==> config.mk <==
export PLATFORM = sky130hd
export DESIGN_NAME = fsr_top
export DESIGN_NICKNAME = d
export VERILOG_FILES = /design/src/rtl/fsr_pkg.sv /design/src/rtl/fsr_top.sv
export VERILOG_INCLUDE_DIRS = /design/src /design/src/rtl
export SDC_FILE = /design/constraint.sdc
export NUM_CORES = 1
export LEC_CHECK = 0
export BUFFER_PORTS_ARGS = -buffer_cell sky130_fd_sc_hd__buf_2
export CAP_MARGIN = 20
export CORE_MARGIN = 5
export CORE_UTILIZATION = 54
export CTS_CLUSTER_SIZE = 28
export DETAILED_ROUTE_END_ITERATION = 6
export PLACE_DENSITY = 0.83
export SLEW_MARGIN = 5
export SYNTH_ARGS = -nofsm -noshare
export SYNTH_HDL_FRONTEND = slang
export SYNTH_SLANG_ARGS = --single-unit
export TNS_END_PERCENT = 5
==> constraint.sdc <==
create_clock -name ref_clk -period 7.8 [get_ports ref_clk]
set_input_delay 1.56 -clock ref_clk [delete_from_list [all_inputs] [get_ports ref_clk]]
set_output_delay 1.56 -clock ref_clk [all_outputs]
set_load 0.02 [all_outputs]
==> src/rtl/fsr_defs.svh <==
// Purpose: Offsets, field positions, reset values and codes for the shield/redirect block.
// Assumes: Avalon-MM word addressing in bytes, 32-bit data, registers in the low bits.
// Notes:   Definitions only; the package holds the types.
`ifndef FSR_DEFS_SVH
`define FSR_DEFS_SVH

`define FSR_ADDR_W        6
`define FSR_OFS_WEND      6'h00
`define FSR_OFS_WSTART    6'h04
`define FSR_OFS_PMC       6'h08
`define FSR_OFS_PCMD      6'h0C
`define FSR_OFS_TGT_HI    6'h10
`define FSR_OFS_TGT_LO    6'h14
`define FSR_OFS_RDCTL     6'h18
`define FSR_OFS_XEND      6'h1C
`define FSR_OFS_XSTART    6'h20
`define FSR_OFS_XSEQ      6'h24
`define FSR_OFS_STATUS    6'h28

`define FSR_BLK_MSB       8
`define FSR_TOP_BIT       15
`define FSR_RSV_MSB       14
`define FSR_RSV_LSB       9
`define FSR_RSV_ONES      6'h3F

`define FSR_PMC_RESET     8'h08
`define FSR_PMC_WMASK     8'h1A
`define FSR_PMC_FLASH_WRITE_DISABLE    3
`define FSR_PMC_SPM       1
`define FSR_PCMD_KEY      8'hA5

`define FSR_TGT_HI_FIXED  16'h000F
`define FSR_TGT_LO_RESET  16'h0000
`define FSR_RDCTL_RESET   8'h00
`define FSR_RDCTL_EN      0
`define FSR_MON_RESET     16'h0000

`define FSR_XMODE_FSW     4'h1
`define FSR_XSEQ_GO       4

`define FSR_ST_BUSY       0
`define FSR_ST_REFUSED    1
`define FSR_ST_SEQERR     2
`define FSR_ST_CEREJ      3

`endif

==> src/rtl/fsr_pkg.sv <==
// Purpose: Types shared by the shield/redirect block.
// Assumes: Constants live in fsr_defs.svh.
// Notes:   Nothing here is imported; users write fsr_pkg::name.
package fsr_pkg;

    typedef enum logic [1:0] {
        UNLK_IDLE,
        UNLK_ARMED,
        UNLK_FIRST,
        UNLK_INV
    } fsr_unlk_t;

    typedef enum logic {
        XS_IDLE,
        XS_BUSY
    } fsr_xseq_t;

endpackage

==> src/rtl/fsr_top.sv <==
// Purpose: Flash shield window control, window lock and interrupt RAM redirection.
// Assumes: One 25 MHz clock; the flash array sits outside and reports its extra area.
// Notes:   Avalon-MM slave answers every access with exactly one waitrequest-low cycle.
`timescale 1ns/1ns
`include "fsr_defs.svh"

module fsr_top (
    // Clock and reset
    input  wire logic        ref_clk,
    input  wire logic        rst,
    // Avalon-MM slave
    input  wire logic [5:0]  avs_address,
    input  wire logic        avs_read,
    input  wire logic        avs_write,
    input  wire logic [31:0] avs_writedata,
    output logic [31:0]      avs_readdata,
    output logic             avs_waitrequest,
    // Stored extra-area window settings from the flash array
    input  wire logic [15:0] ext_end_q,
    input  wire logic [15:0] ext_start_q,
    input  wire logic        ext_done,
    // Extra-area programming request to the flash array
    output logic             ext_wr,
    output logic [15:0]      ext_wr_end,
    output logic [15:0]      ext_wr_start,
    // Serial programming mode chip erase
    input  wire logic        ser_mode,
    input  wire logic        ser_chip_erase,
    input  wire logic        block_erase_protect,
    input  wire logic        boot_cluster_protect,
    input  wire logic        programmer_connect_protect,
    output logic             chip_erase_go,
    output logic             chip_erase_rej,
    // Block program/erase permission check
    input  wire logic        chk_req,
    input  wire logic [8:0]  chk_block,
    output logic             chk_done,
    output logic             chk_allowed,
    // Interrupt vectoring
    input  wire logic        irq_take,
    output logic             vec_use_ram,
    output logic [19:0]      vec_ram_addr,
    output logic             self_prog
);

    // Register state.
    logic [15:0]        wend_mon_r;
    logic [15:0]        wstart_mon_r;
    logic               reload_r;
    logic [7:0]         pmc_r;
    logic [7:0]         pmc_stage_r;
    fsr_pkg::fsr_unlk_t unlk_r;
    logic [15:0]        tgt_lo_r;
    logic [7:0]         rdctl_r;
    logic [15:0]        xend_r;
    logic [15:0]        xstart_r;
    logic [3:0]         xmode_r;
    fsr_pkg::fsr_xseq_t xseq_r;
    logic               refused_r;
    logic               seqerr_r;
    logic               cerej_r;

    // Bus handshake state.
    logic        wait_r;
    logic [31:0] rdata_r;
    logic        wr_now;
    logic        rd_first;

    // Decoded window fields and the fixed redirect target high part.
    logic [8:0]  win_end;
    logic [8:0]  win_start;
    logic        shield_out;
    logic        win_locked;
    logic [15:0] tgt_hi;

    assign tgt_hi = `FSR_TGT_HI_FIXED;

    assign win_end    = wend_mon_r[`FSR_BLK_MSB:0];
    assign win_start  = wstart_mon_r[`FSR_BLK_MSB:0];
    assign shield_out = wend_mon_r[`FSR_TOP_BIT];
    assign win_locked = ~wstart_mon_r[`FSR_TOP_BIT];

    // A write takes effect on the single cycle in which waitrequest is low.
    assign wr_now   = avs_write & ~wait_r;
    assign rd_first = (avs_read | avs_write) & wait_r;

    // True when a block falls in the shielded region of the current window.
    function automatic logic in_shield(input logic [8:0] blk, input logic [8:0] ws,
                                       input logic [8:0] we, input logic outside);
        logic in_win;
        in_win = (blk >= ws) && (blk < we);
        if (ws == we) begin
            in_shield = 1'b0;
        end else if (outside) begin
            in_shield = ~in_win;
        end else begin
            in_shield = in_win;
        end
    endfunction

    // True when a bus write to the given offset is in progress this cycle.
    function automatic logic wr_hit(input logic [5:0] adr, input logic [5:0] ofs,
                                    input logic wr);
        wr_hit = wr && (adr == ofs);
    endfunction

    // Avalon handshake: first edge captures read data, second edge completes.
    always_ff @(posedge ref_clk or posedge rst) begin
        if (rst) begin
            wait_r <= 1'b1;
        end else if (rd_first) begin
            wait_r <= 1'b0;
        end else begin
            wait_r <= 1'b1;
        end
    end

    always_ff @(posedge ref_clk or posedge rst) begin
        if (rst) begin
            rdata_r <= 32'h00000000;
        end else if (rd_first && avs_read) begin
            case (avs_address)
                `FSR_OFS_WEND:   rdata_r <= {16'h0000, wend_mon_r};
                `FSR_OFS_WSTART: rdata_r <= {16'h0000, wstart_mon_r};
                `FSR_OFS_PMC:    rdata_r <= {24'h000000, pmc_r};
                `FSR_OFS_TGT_HI: rdata_r <= {16'h0000, `FSR_TGT_HI_FIXED};
                `FSR_OFS_TGT_LO: rdata_r <= {16'h0000, tgt_lo_r};
                `FSR_OFS_RDCTL:  rdata_r <= {24'h000000, rdctl_r};
                `FSR_OFS_XEND:   rdata_r <= {16'h0000, xend_r};
                `FSR_OFS_XSTART: rdata_r <= {16'h0000, xstart_r};
                `FSR_OFS_XSEQ:   rdata_r <= {28'h0000000, xmode_r};
                `FSR_OFS_STATUS: rdata_r <= {28'h0000000, cerej_r, seqerr_r, refused_r,
                                             xseq_r == fsr_pkg::XS_BUSY};
                default:         rdata_r <= 32'h00000000;
            endcase
        end
    end

    // Monitors reload from the stored extra area after reset and after programming.
    // Bus writes never reach them.
    always_ff @(posedge ref_clk or posedge rst) begin
        if (rst) begin
            reload_r <= 1'b1;
        end else begin
            reload_r <= 1'b0;
        end
    end

    always_ff @(posedge ref_clk or posedge rst) begin
        if (rst) begin
            wend_mon_r   <= `FSR_MON_RESET;
            wstart_mon_r <= `FSR_MON_RESET;
        end else if (reload_r || (xseq_r == fsr_pkg::XS_BUSY && ext_done)) begin
            wend_mon_r   <= ext_end_q;
            wstart_mon_r <= ext_start_q;
        end
    end

    // Protected write to the mode control register: key, value, inverse, value.
    // Any other bus write in between drops the sequence and flags it, except one right after the key, which is not flagged.
    always_ff @(posedge ref_clk or posedge rst) begin
        if (rst) begin
            unlk_r      <= fsr_pkg::UNLK_IDLE;
            pmc_stage_r <= 8'h00;
            pmc_r       <= `FSR_PMC_RESET;
        end else if (wr_now) begin
            case (unlk_r)
                fsr_pkg::UNLK_IDLE: begin
                    if (wr_hit(avs_address, `FSR_OFS_PCMD, 1'b1) &&
                        avs_writedata[7:0] == `FSR_PCMD_KEY) begin
                        unlk_r <= fsr_pkg::UNLK_ARMED;
                    end
                end
                fsr_pkg::UNLK_ARMED: begin
                    if (wr_hit(avs_address, `FSR_OFS_PMC, 1'b1)) begin
                        pmc_stage_r <= avs_writedata[7:0];
                        unlk_r      <= fsr_pkg::UNLK_FIRST;
                    end else begin
                        unlk_r <= fsr_pkg::UNLK_IDLE;
                    end
                end
                fsr_pkg::UNLK_FIRST: begin
                    if (wr_hit(avs_address, `FSR_OFS_PMC, 1'b1) &&
                        avs_writedata[7:0] == ~pmc_stage_r) begin
                        unlk_r <= fsr_pkg::UNLK_INV;
                    end else begin
                        unlk_r <= fsr_pkg::UNLK_IDLE;
                    end
                end
                fsr_pkg::UNLK_INV: begin
                    if (wr_hit(avs_address, `FSR_OFS_PMC, 1'b1) &&
                        avs_writedata[7:0] == pmc_stage_r) begin
                        pmc_r <= pmc_stage_r & `FSR_PMC_WMASK;
                    end
                    unlk_r <= fsr_pkg::UNLK_IDLE;
                end
                default: begin
                    unlk_r <= fsr_pkg::UNLK_IDLE;
                end
            endcase
        end
    end

    // Sticky sequence-error flag; a new failure in the clearing cycle wins.
    logic seq_fail;
    always_comb begin
        seq_fail = 1'b0;
        if (wr_now && unlk_r == fsr_pkg::UNLK_FIRST) begin
            seq_fail = ~wr_hit(avs_address, `FSR_OFS_PMC, 1'b1) ||
                       avs_writedata[7:0] != ~pmc_stage_r;
        end else if (wr_now && unlk_r == fsr_pkg::UNLK_INV) begin
            seq_fail = ~wr_hit(avs_address, `FSR_OFS_PMC, 1'b1) ||
                       avs_writedata[7:0] != pmc_stage_r;
        end else if (wr_hit(avs_address, `FSR_OFS_PMC, wr_now) &&
                     unlk_r == fsr_pkg::UNLK_IDLE) begin
            seq_fail = 1'b1;
        end
    end

    always_ff @(posedge ref_clk or posedge rst) begin
        if (rst) begin
            seqerr_r <= 1'b0;
        end else if (seq_fail) begin
            seqerr_r <= 1'b1;
        end else if (wr_hit(avs_address, `FSR_OFS_STATUS, wr_now) &&
                     avs_writedata[`FSR_ST_SEQERR]) begin
            seqerr_r <= 1'b0;
        end
    end

    // Redirect target low part and redirect enable. The high part is a constant.
    always_ff @(posedge ref_clk or posedge rst) begin
        if (rst) begin
            tgt_lo_r <= `FSR_TGT_LO_RESET;
        end else if (wr_hit(avs_address, `FSR_OFS_TGT_LO, wr_now)) begin
            tgt_lo_r <= avs_writedata[15:0];
        end
    end

    always_ff @(posedge ref_clk or posedge rst) begin
        if (rst) begin
            rdctl_r <= `FSR_RDCTL_RESET;
        end else if (wr_hit(avs_address, `FSR_OFS_RDCTL, wr_now)) begin
            rdctl_r <= avs_writedata[7:0];
        end
    end

    // Staging registers for an extra-area programming request.
    always_ff @(posedge ref_clk or posedge rst) begin
        if (rst) begin
            xend_r   <= `FSR_MON_RESET;
            xstart_r <= `FSR_MON_RESET;
            xmode_r  <= 4'h0;
        end else begin
            if (wr_hit(avs_address, `FSR_OFS_XEND, wr_now)) begin
                xend_r <= avs_writedata[15:0];
            end
            if (wr_hit(avs_address, `FSR_OFS_XSTART, wr_now)) begin
                xstart_r <= avs_writedata[15:0];
            end
            if (wr_hit(avs_address, `FSR_OFS_XSEQ, wr_now)) begin
                xmode_r <= avs_writedata[3:0];
            end
        end
    end

    // Extra-area sequencer. While locked, the request is refused and nothing is
    // written, so the lock itself cannot be undone from self-programming.
    logic xgo;
    logic xrefuse;
    assign xgo     = wr_hit(avs_address, `FSR_OFS_XSEQ, wr_now) &&
                     avs_writedata[`FSR_XSEQ_GO] && xseq_r == fsr_pkg::XS_IDLE;
    assign xrefuse = xgo && (win_locked ||
                     avs_writedata[3:0] != `FSR_XMODE_FSW);

    always_ff @(posedge ref_clk or posedge rst) begin
        if (rst) begin
            xseq_r       <= fsr_pkg::XS_IDLE;
            ext_wr       <= 1'b0;
            ext_wr_end   <= `FSR_MON_RESET;
            ext_wr_start <= `FSR_MON_RESET;
        end else begin
            ext_wr <= 1'b0;
            case (xseq_r)
                fsr_pkg::XS_IDLE: begin
                    if (xgo && !xrefuse) begin
                        ext_wr       <= 1'b1;
                        ext_wr_end   <= xend_r;
                        ext_wr_start <= xstart_r;
                        xseq_r       <= fsr_pkg::XS_BUSY;
                    end
                end
                fsr_pkg::XS_BUSY: begin
                    if (ext_done) begin
                        xseq_r <= fsr_pkg::XS_IDLE;
                    end
                end
                default: begin
                    xseq_r <= fsr_pkg::XS_IDLE;
                end
            endcase
        end
    end

    always_ff @(posedge ref_clk or posedge rst) begin
        if (rst) begin
            refused_r <= 1'b0;
        end else if (xrefuse) begin
            refused_r <= 1'b1;
        end else if (wr_hit(avs_address, `FSR_OFS_STATUS, wr_now) &&
                     avs_writedata[`FSR_ST_REFUSED]) begin
            refused_r <= 1'b0;
        end
    end

    // Serial-mode chip erase is the only path that clears the lock; the array
    // returns shipped settings and the monitors pick them up at the next reset reload.
    logic ce_req;
    logic ce_ok;
    assign ce_req = ser_mode && ser_chip_erase;
    assign ce_ok  = block_erase_protect && boot_cluster_protect &&
                    programmer_connect_protect;

    always_ff @(posedge ref_clk or posedge rst) begin
        if (rst) begin
            chip_erase_go  <= 1'b0;
            chip_erase_rej <= 1'b0;
        end else begin
            chip_erase_go  <= ce_req && ce_ok;
            chip_erase_rej <= ce_req && !ce_ok;
        end
    end

    always_ff @(posedge ref_clk or posedge rst) begin
        if (rst) begin
            cerej_r <= 1'b0;
        end else if (ce_req && !ce_ok) begin
            cerej_r <= 1'b1;
        end else if (wr_hit(avs_address, `FSR_OFS_STATUS, wr_now) &&
                     avs_writedata[`FSR_ST_CEREJ]) begin
            cerej_r <= 1'b0;
        end
    end

    // Block permission check, answered one cycle after the request.
    // Outside self-programming the window places no limit.
    always_ff @(posedge ref_clk or posedge rst) begin
        if (rst) begin
            chk_done    <= 1'b0;
            chk_allowed <= 1'b0;
        end else begin
            chk_done <= chk_req;
            if (chk_req) begin
                chk_allowed <= ~(pmc_r[`FSR_PMC_SPM] &&
                                 in_shield(chk_block, win_start, win_end,
                                           shield_out));
            end
        end
    end

    // Vector selection, refreshed on every interrupt taken. Request flags are
    // never touched here; software must clear them after identifying the source.
    always_ff @(posedge ref_clk or posedge rst) begin
        if (rst) begin
            vec_use_ram  <= 1'b0;
            vec_ram_addr <= 20'h00000;
        end else if (irq_take) begin
            vec_use_ram  <= rdctl_r[`FSR_RDCTL_EN] && !pmc_r[`FSR_PMC_FLASH_WRITE_DISABLE] &&
                            pmc_r[`FSR_PMC_SPM];
            vec_ram_addr <= {tgt_hi[3:0], tgt_lo_r};
        end
    end

    always_ff @(posedge ref_clk or posedge rst) begin
        if (rst) begin
            self_prog <= 1'b0;
        end else begin
            self_prog <= pmc_r[`FSR_PMC_SPM];
        end
    end

    assign avs_readdata    = rdata_r;
    assign avs_waitrequest = wait_r;

endmodule
# Yosys cells after proc, flatten, opt, wreduce, memory -nomap -nowiden
# Index checks and enable logic that the tools add are counted.
[word_totals] reg_bits=199 input_bits=91 out_inout_bits=92 elab_cells=129
[classes] magnitude_cmp=2 eq_ne=21 mux=22 n_bitwise=10 reduce_logical=47
[op_table] operator="$pmux W16 S10" n=1
[op_table] operator="$logic_and A1 B1 Y1" n=31
[op_table] operator="$eq A6 B5 Y1 const B" n=4
[op_table] operator="$eq A6 B6 Y1 const B" n=3
[op_table] operator="$eq A8 B8 Y1" n=2
[op_table] operator="$mux W1" n=16
[op_table] operator="$ne A8 B8 Y1" n=2
[op_table] operator="$eq A6 B4 Y1 const B" n=2
[op_table] operator="$eq A9 B9 Y1" n=1
[op_table] operator="$ge A9 B9 Y1" n=1
[op_table] operator="$lt A9 B9 Y1" n=1
[op_table] operator="$eq A8 B8 Y1 const B" n=1
[op_table] operator="$not A8 Y8" n=1
[op_table] operator="$pmux W2 S4" n=1
[op_table] operator="$eq A6 B3 Y1 const B" n=1
[op_table] operator="$logic_not A6 Y1" n=1
[op_table] operator="$mux W2" n=3
[op_table] operator="$not A1 Y1" n=6
[op_table] operator="$reduce_and A3 Y1" n=2
[op_table] operator="$reduce_bool A2 Y1" n=3
[op_table] operator="$eq A2 B2 Y1 const B" n=2
[op_table] operator="$logic_or A1 B1 Y1" n=4
[op_table] operator="$ne A4 B1 Y1 const B" n=1
[op_table] operator="$reduce_and A2 Y1" n=2
[op_table] operator="7 further kinds" n=10

# Logic depth before layout (Yosys ltp)
[depth] depth_word=10 ltp_mapped=7 mapped_depth_nobuf=7

# Least setup slack after synthesis
# No wires, ideal clock.
[synth_path] path_type="input to register" startpoint="input avs_address[3]" endpoint="register ext_wr_end[10]" setup_ns=0.125 arrival_ns=3.390 required_ns=7.675 path_slack_ns=4.285 cell_stages=6 path_buffers=1 path_cell_list="or4b_4 > nor2_4 > nand2_4 > nor4b_4 > buf_6 > mux2_2"
[synth_via] elab_chain_cells=8
[synth_rtl] item="from (decl)" line="fsr_top.sv:12" text="input wire logic [5:0] avs_address,"
[synth_rtl] item="$eq A6 B6 Y1 *" line="fsr_top.sv:104" text="wr_hit = wr && (adr == ofs);"
[synth_rtl] item="$logic_and A1 B1 Y1 *" line="fsr_top.sv:104"
[synth_rtl] item="$logic_and A1 B1 Y1 * (2 in series)" line="fsr_top.sv:271" text="assign xgo = wr_hit(avs_address, `FSR_OFS_XSEQ, wr_now) &&"
[synth_rtl] item="$logic_and A1 B1 Y1" line="fsr_top.sv:273" text="assign xrefuse = xgo && (win_locked ||"
[synth_rtl] item="$logic_not A1 Y1" line="fsr_top.sv:286" text="if (xgo && !xrefuse) begin"
[synth_rtl] item="$logic_and A1 B1 Y1 *" line="fsr_top.sv:286"
[synth_rtl] item="$reduce_and A2 Y1 (no line) *"
[synth_rtl] item="to (signal assigned)" line="fsr_top.sv:280" text="ext_wr_end <= `FSR_MON_RESET;"
[synth_rtl] item="to (signal assigned)" line="fsr_top.sv:288" text="ext_wr_end <= xend_r;"
[synth_rtl] item="to (decl)" line="fsr_top.sv:24" text="output logic [15:0] ext_wr_end,"
# Mark *: on every way between the ends. The rest lies on a longest branch, timed or not.
# A chain may end at the register's enable or synchronous reset.

# Worst setup path after layout
[layout_path] startpoint="input avs_address[3]" endpoint="register xstart_r[14]"
[layout_via] elab_chain_cells=2
[layout_rtl] item="$eq A6 B6 Y1" line="fsr_top.sv:104"
[layout_rtl] item="$logic_and A1 B1 Y1" line="fsr_top.sv:104"
[layout_rtl] item="to (signal assigned)" line="fsr_top.sv:252" text="xstart_r <= `FSR_MON_RESET;"
[layout_rtl] item="to (signal assigned)" line="fsr_top.sv:259" text="xstart_r <= avs_writedata[15:0];"
[layout_rtl] item="to (decl)" line="fsr_top.sv:56" text="logic [15:0] xstart_r;"
# No other way between the ends.

==> impl_metrics.toml <==
[synth]
synth_top_family_by_area = "multiplexers"
yosys.area.top_type_share = 0.550
yosys.area_share.simple = 0.0624
synth_compound_area_frac = 0.0835
yosysWarnings = 0
syn_avg_cell_area_um2 = 13.3
netlist_area_um2 = 8190
synth_mux_area_frac = 0.208
synth_top_area_cell = "dfrtp_1"
synth_cell_types = 57
synthXorXnorAreaFrac = 0.0182
synthesis.instances = 614
synthTopCellsByCount = "dfrtp_1 (180), mux2_2 (150), a22oi_1 (24)"
synth_adder_area_share = 0.0260
yosysMostFrequentCell = "dfrtp_1"
yosys_register_bits = 183
async_flop_share = 1.00
ys_seq_area_frac = 0.560
synth_top_cells_by_area = "dfrtp_1 (55%), mux2_2 (21%), ha_1 (2.6%)"
synthFlopType = "dfrtp_1"
synth_edf_count = 0

[die]
initial_core_util = 0.544
die_x_um = 133
dieArea_um2 = 17700
core_um2 = 15000
die_h_um = 133
num_io_pins = 183
rows = 45

[clocking]
h-tree-depth = 4
cts_buffer_depth = 2
cts_buffers = 17
cts_tree = "done"
cts_resized = 0
post_cts_buffers = 0
clk_pin_slew_worst_paths_ns = 0.07
holdBufCountCts = 0
clk_latency_ns = 0.43
cts_sinks = 183
ctsRootBufferMaster = "clkbuf_16"

[critical_path]
crit_fanout = 17
crit_path_end_kind = "flip-flop"
crit_path_start_kind = "primary input"
critPathArrivalTime_ns = 4.26
worstPathRequired_ns = 8.11
crit_type = "primary input to flip-flop"

[pwr]
p_comb_frac = 0.120
power_density_nw_per_um2 = 232
p_sw_frac = 0.266
p_int_w = 0.00165
p_leak_nw = 4.84
ir_drop_mv = 0.142
power_frac_seq = 0.483
power.share.clock = 0.397
power_switching_w = 0.000596

[worst_hold_path]
hold_path_class = "flip-flop to flip-flop"

[drt]
drt-vias-per-instance = 6.02
drt_wl_total_mm = 21.2
drt_first_iter_violations = 535
vias = 5804
dr.pass1.iters = 6
wl_per_cell_um = 22.0
drc_errors = 0
postRouteAntennaNets = 0

[layout]
fin_cells = 964
drive_above_1_share = 0.463
fin_nets = 871
area_delta_synth_final_pct = 18.4
antenna_cells = 0
fin_util = 0.645

[global_routing]
overflow = 0
grt_pass1_wl_mm = 33.8
antenna_found_initial = 1
track_usage = 0.243
grt_pass1_vias = 6121
grt_max_degree = 118

[placement]
globalplace.congestion = 0.919
placed_cells = 929
io_buffers = 150
dpl.hpwl_mm = 15.0

[outcome]
status = "finished, final reports clean"

[timing]
rsz0062_at_grt = "no"
slew_violations = 0
final_hold_viol_count = 0
tightest_slew_ns = 1.12
fin_worst_skew_ns = 0.00707
setup_violations = 0
hold_ws_ns = 0.483
tns_ns = 0
slew_headroom = 0.254
post-route-period-util = 0.506
min_period_ns = 3.94
fmax_ghz = 0.253

[job]
cap_violations = 0
-- routing by layer --
metal / global-route usage / vias to the layer above / part of all wire / wire length, um
met4: 0.101 / 2 / 0.031 / 648
met5: 0 / - / 0.00033 / 7
met3: 0.0574 / 53 / 0.071 / 1510
met2: 0.389 / 264 / 0.48 / 10200
met1: 0.323 / 2957 / 0.42 / 8800
li1: - / 2528 / - / -
-- final timing paths --
| kind | from | endpoint | slack [ns] | cells after the start |
|---|---|---|---|---|
| max reg2reg | avs_waitrequest$_DFF_PP1_ | ext_wr_start[9]$_DFFE_PP0P_ | 5.15 | 5 |
| min | avs_waitrequest$_DFF_PP1_ | avs_waitrequest$_DFF_PP1_ | 0.48 | 1 |
| max | avs_address[3] | xstart_r[14]$_DFFE_PP0P_ | 3.86 | 5 |
| max in group asynchronous | rst | avs_readdata[3]$_DFFE_PP0P_ | 5.34 | 3 |
| min reg2reg | avs_waitrequest$_DFF_PP1_ | avs_waitrequest$_DFF_PP1_ | 0.48 | 1 |
| min in group asynchronous | rst | vec_ram_addr[16]$_DFFE_PP0P_ | 1.18 | 2 |
-- through the flow --
step / instance area [um2] / power, W / worst slack (ns)
2_1_floorplan: 8250 / 0.00126 / 1.27
3_3_place_gp: 9030 / 0.00135 / 3.47
3_5_place_dp: 9030 / 0.00136 / 3.41
4_1_cts: 9640 / 0.00225 / 3.89
5_1_grt: 9690 / 0.00233 / 3.80
6_report: 9690 / 0.00225 / 3.86
-- worst max-delay path, cell delays in order --
cell and delay (ns):
buf_2 0.12, or4_1 0.63, nor2_2 0.72, nand2_1 0.71, mux2_2 0.50
-- cell families after synthesis --
| group | after synthesis |
|---|---|
| other | 1 |
| multiplexers | 151 |
| flip-flops | 183 |
| XOR/XNOR | 17 |
| buffers and inverters | 66 |
| adder cells (fa/ha/maj) | 17 |
| AND/OR/NAND/NOR | 86 |
| AO/OA/AOI/OAI | 93 |
-- cells in the final DEF (no fill, tap or decap), types with 4 or more instances in the layout --
cell       synthesis  final
nand2_1           14     14
nor2_1            21     21
nand4_1            4      4
inv_1             23     22
a222oi_1          11     11
xor2_1             8      8
nand3_1            8      8
a22oi_1           24     24
ha_1              17     17
a41oi_1            4      4
a31oi_1           13     13
mux2_2           150    150
xnor2_1            9      9
conb_1             1     17
dfrtp_1          180    180
buf_4             19      5
nand2b_1           4      4
a221oi_1           5      5
buf_2              1    150
clkbuf_16          0     17
o21ai_0           11     11
a21oi_1            9      8
-- registers in the layout, summed over array words and instances (netlist names), 2 cells and up --
name          count
wend_mon_r       16
unlk_r            2
xstart_r         16
ext_wr_end       16
tgt_lo_r         16
avs_readdata     16
pmc_r             3
xend_r           16
xmode_r           4
vec_ram_addr     17
ext_wr_start     16
rdctl_r           8
pmc_stage_r       8
wstart_mon_r     16
-- area by class of cell --
type / count / area, um2
Clock inverter: 14 / 174
Timing Repair Buffer: 157 / 827
Clock buffer: 18 / 439
Fill cell: 1105 / 5340
Sequential cell: 183 / 4580
Inverter: 23 / 91.3
Multi-Input combinational cell: 381 / 3340
Tap cell: 188 / 235
-- power groups by stage --
stage,clock network [W],logic (W),registers (W)
final,0.000893,0.000269,0.00108
after global routing,0.000940,0.000295,0.00109
after CTS,0.000900,0.000268,0.00108
after detailed placement,0,0.000265,0.00110
after global placement,0,0.000254,0.00109
after floorplan,0,0.000151,0.00111
No activity file was read; power rests on OpenSTA's default activity.
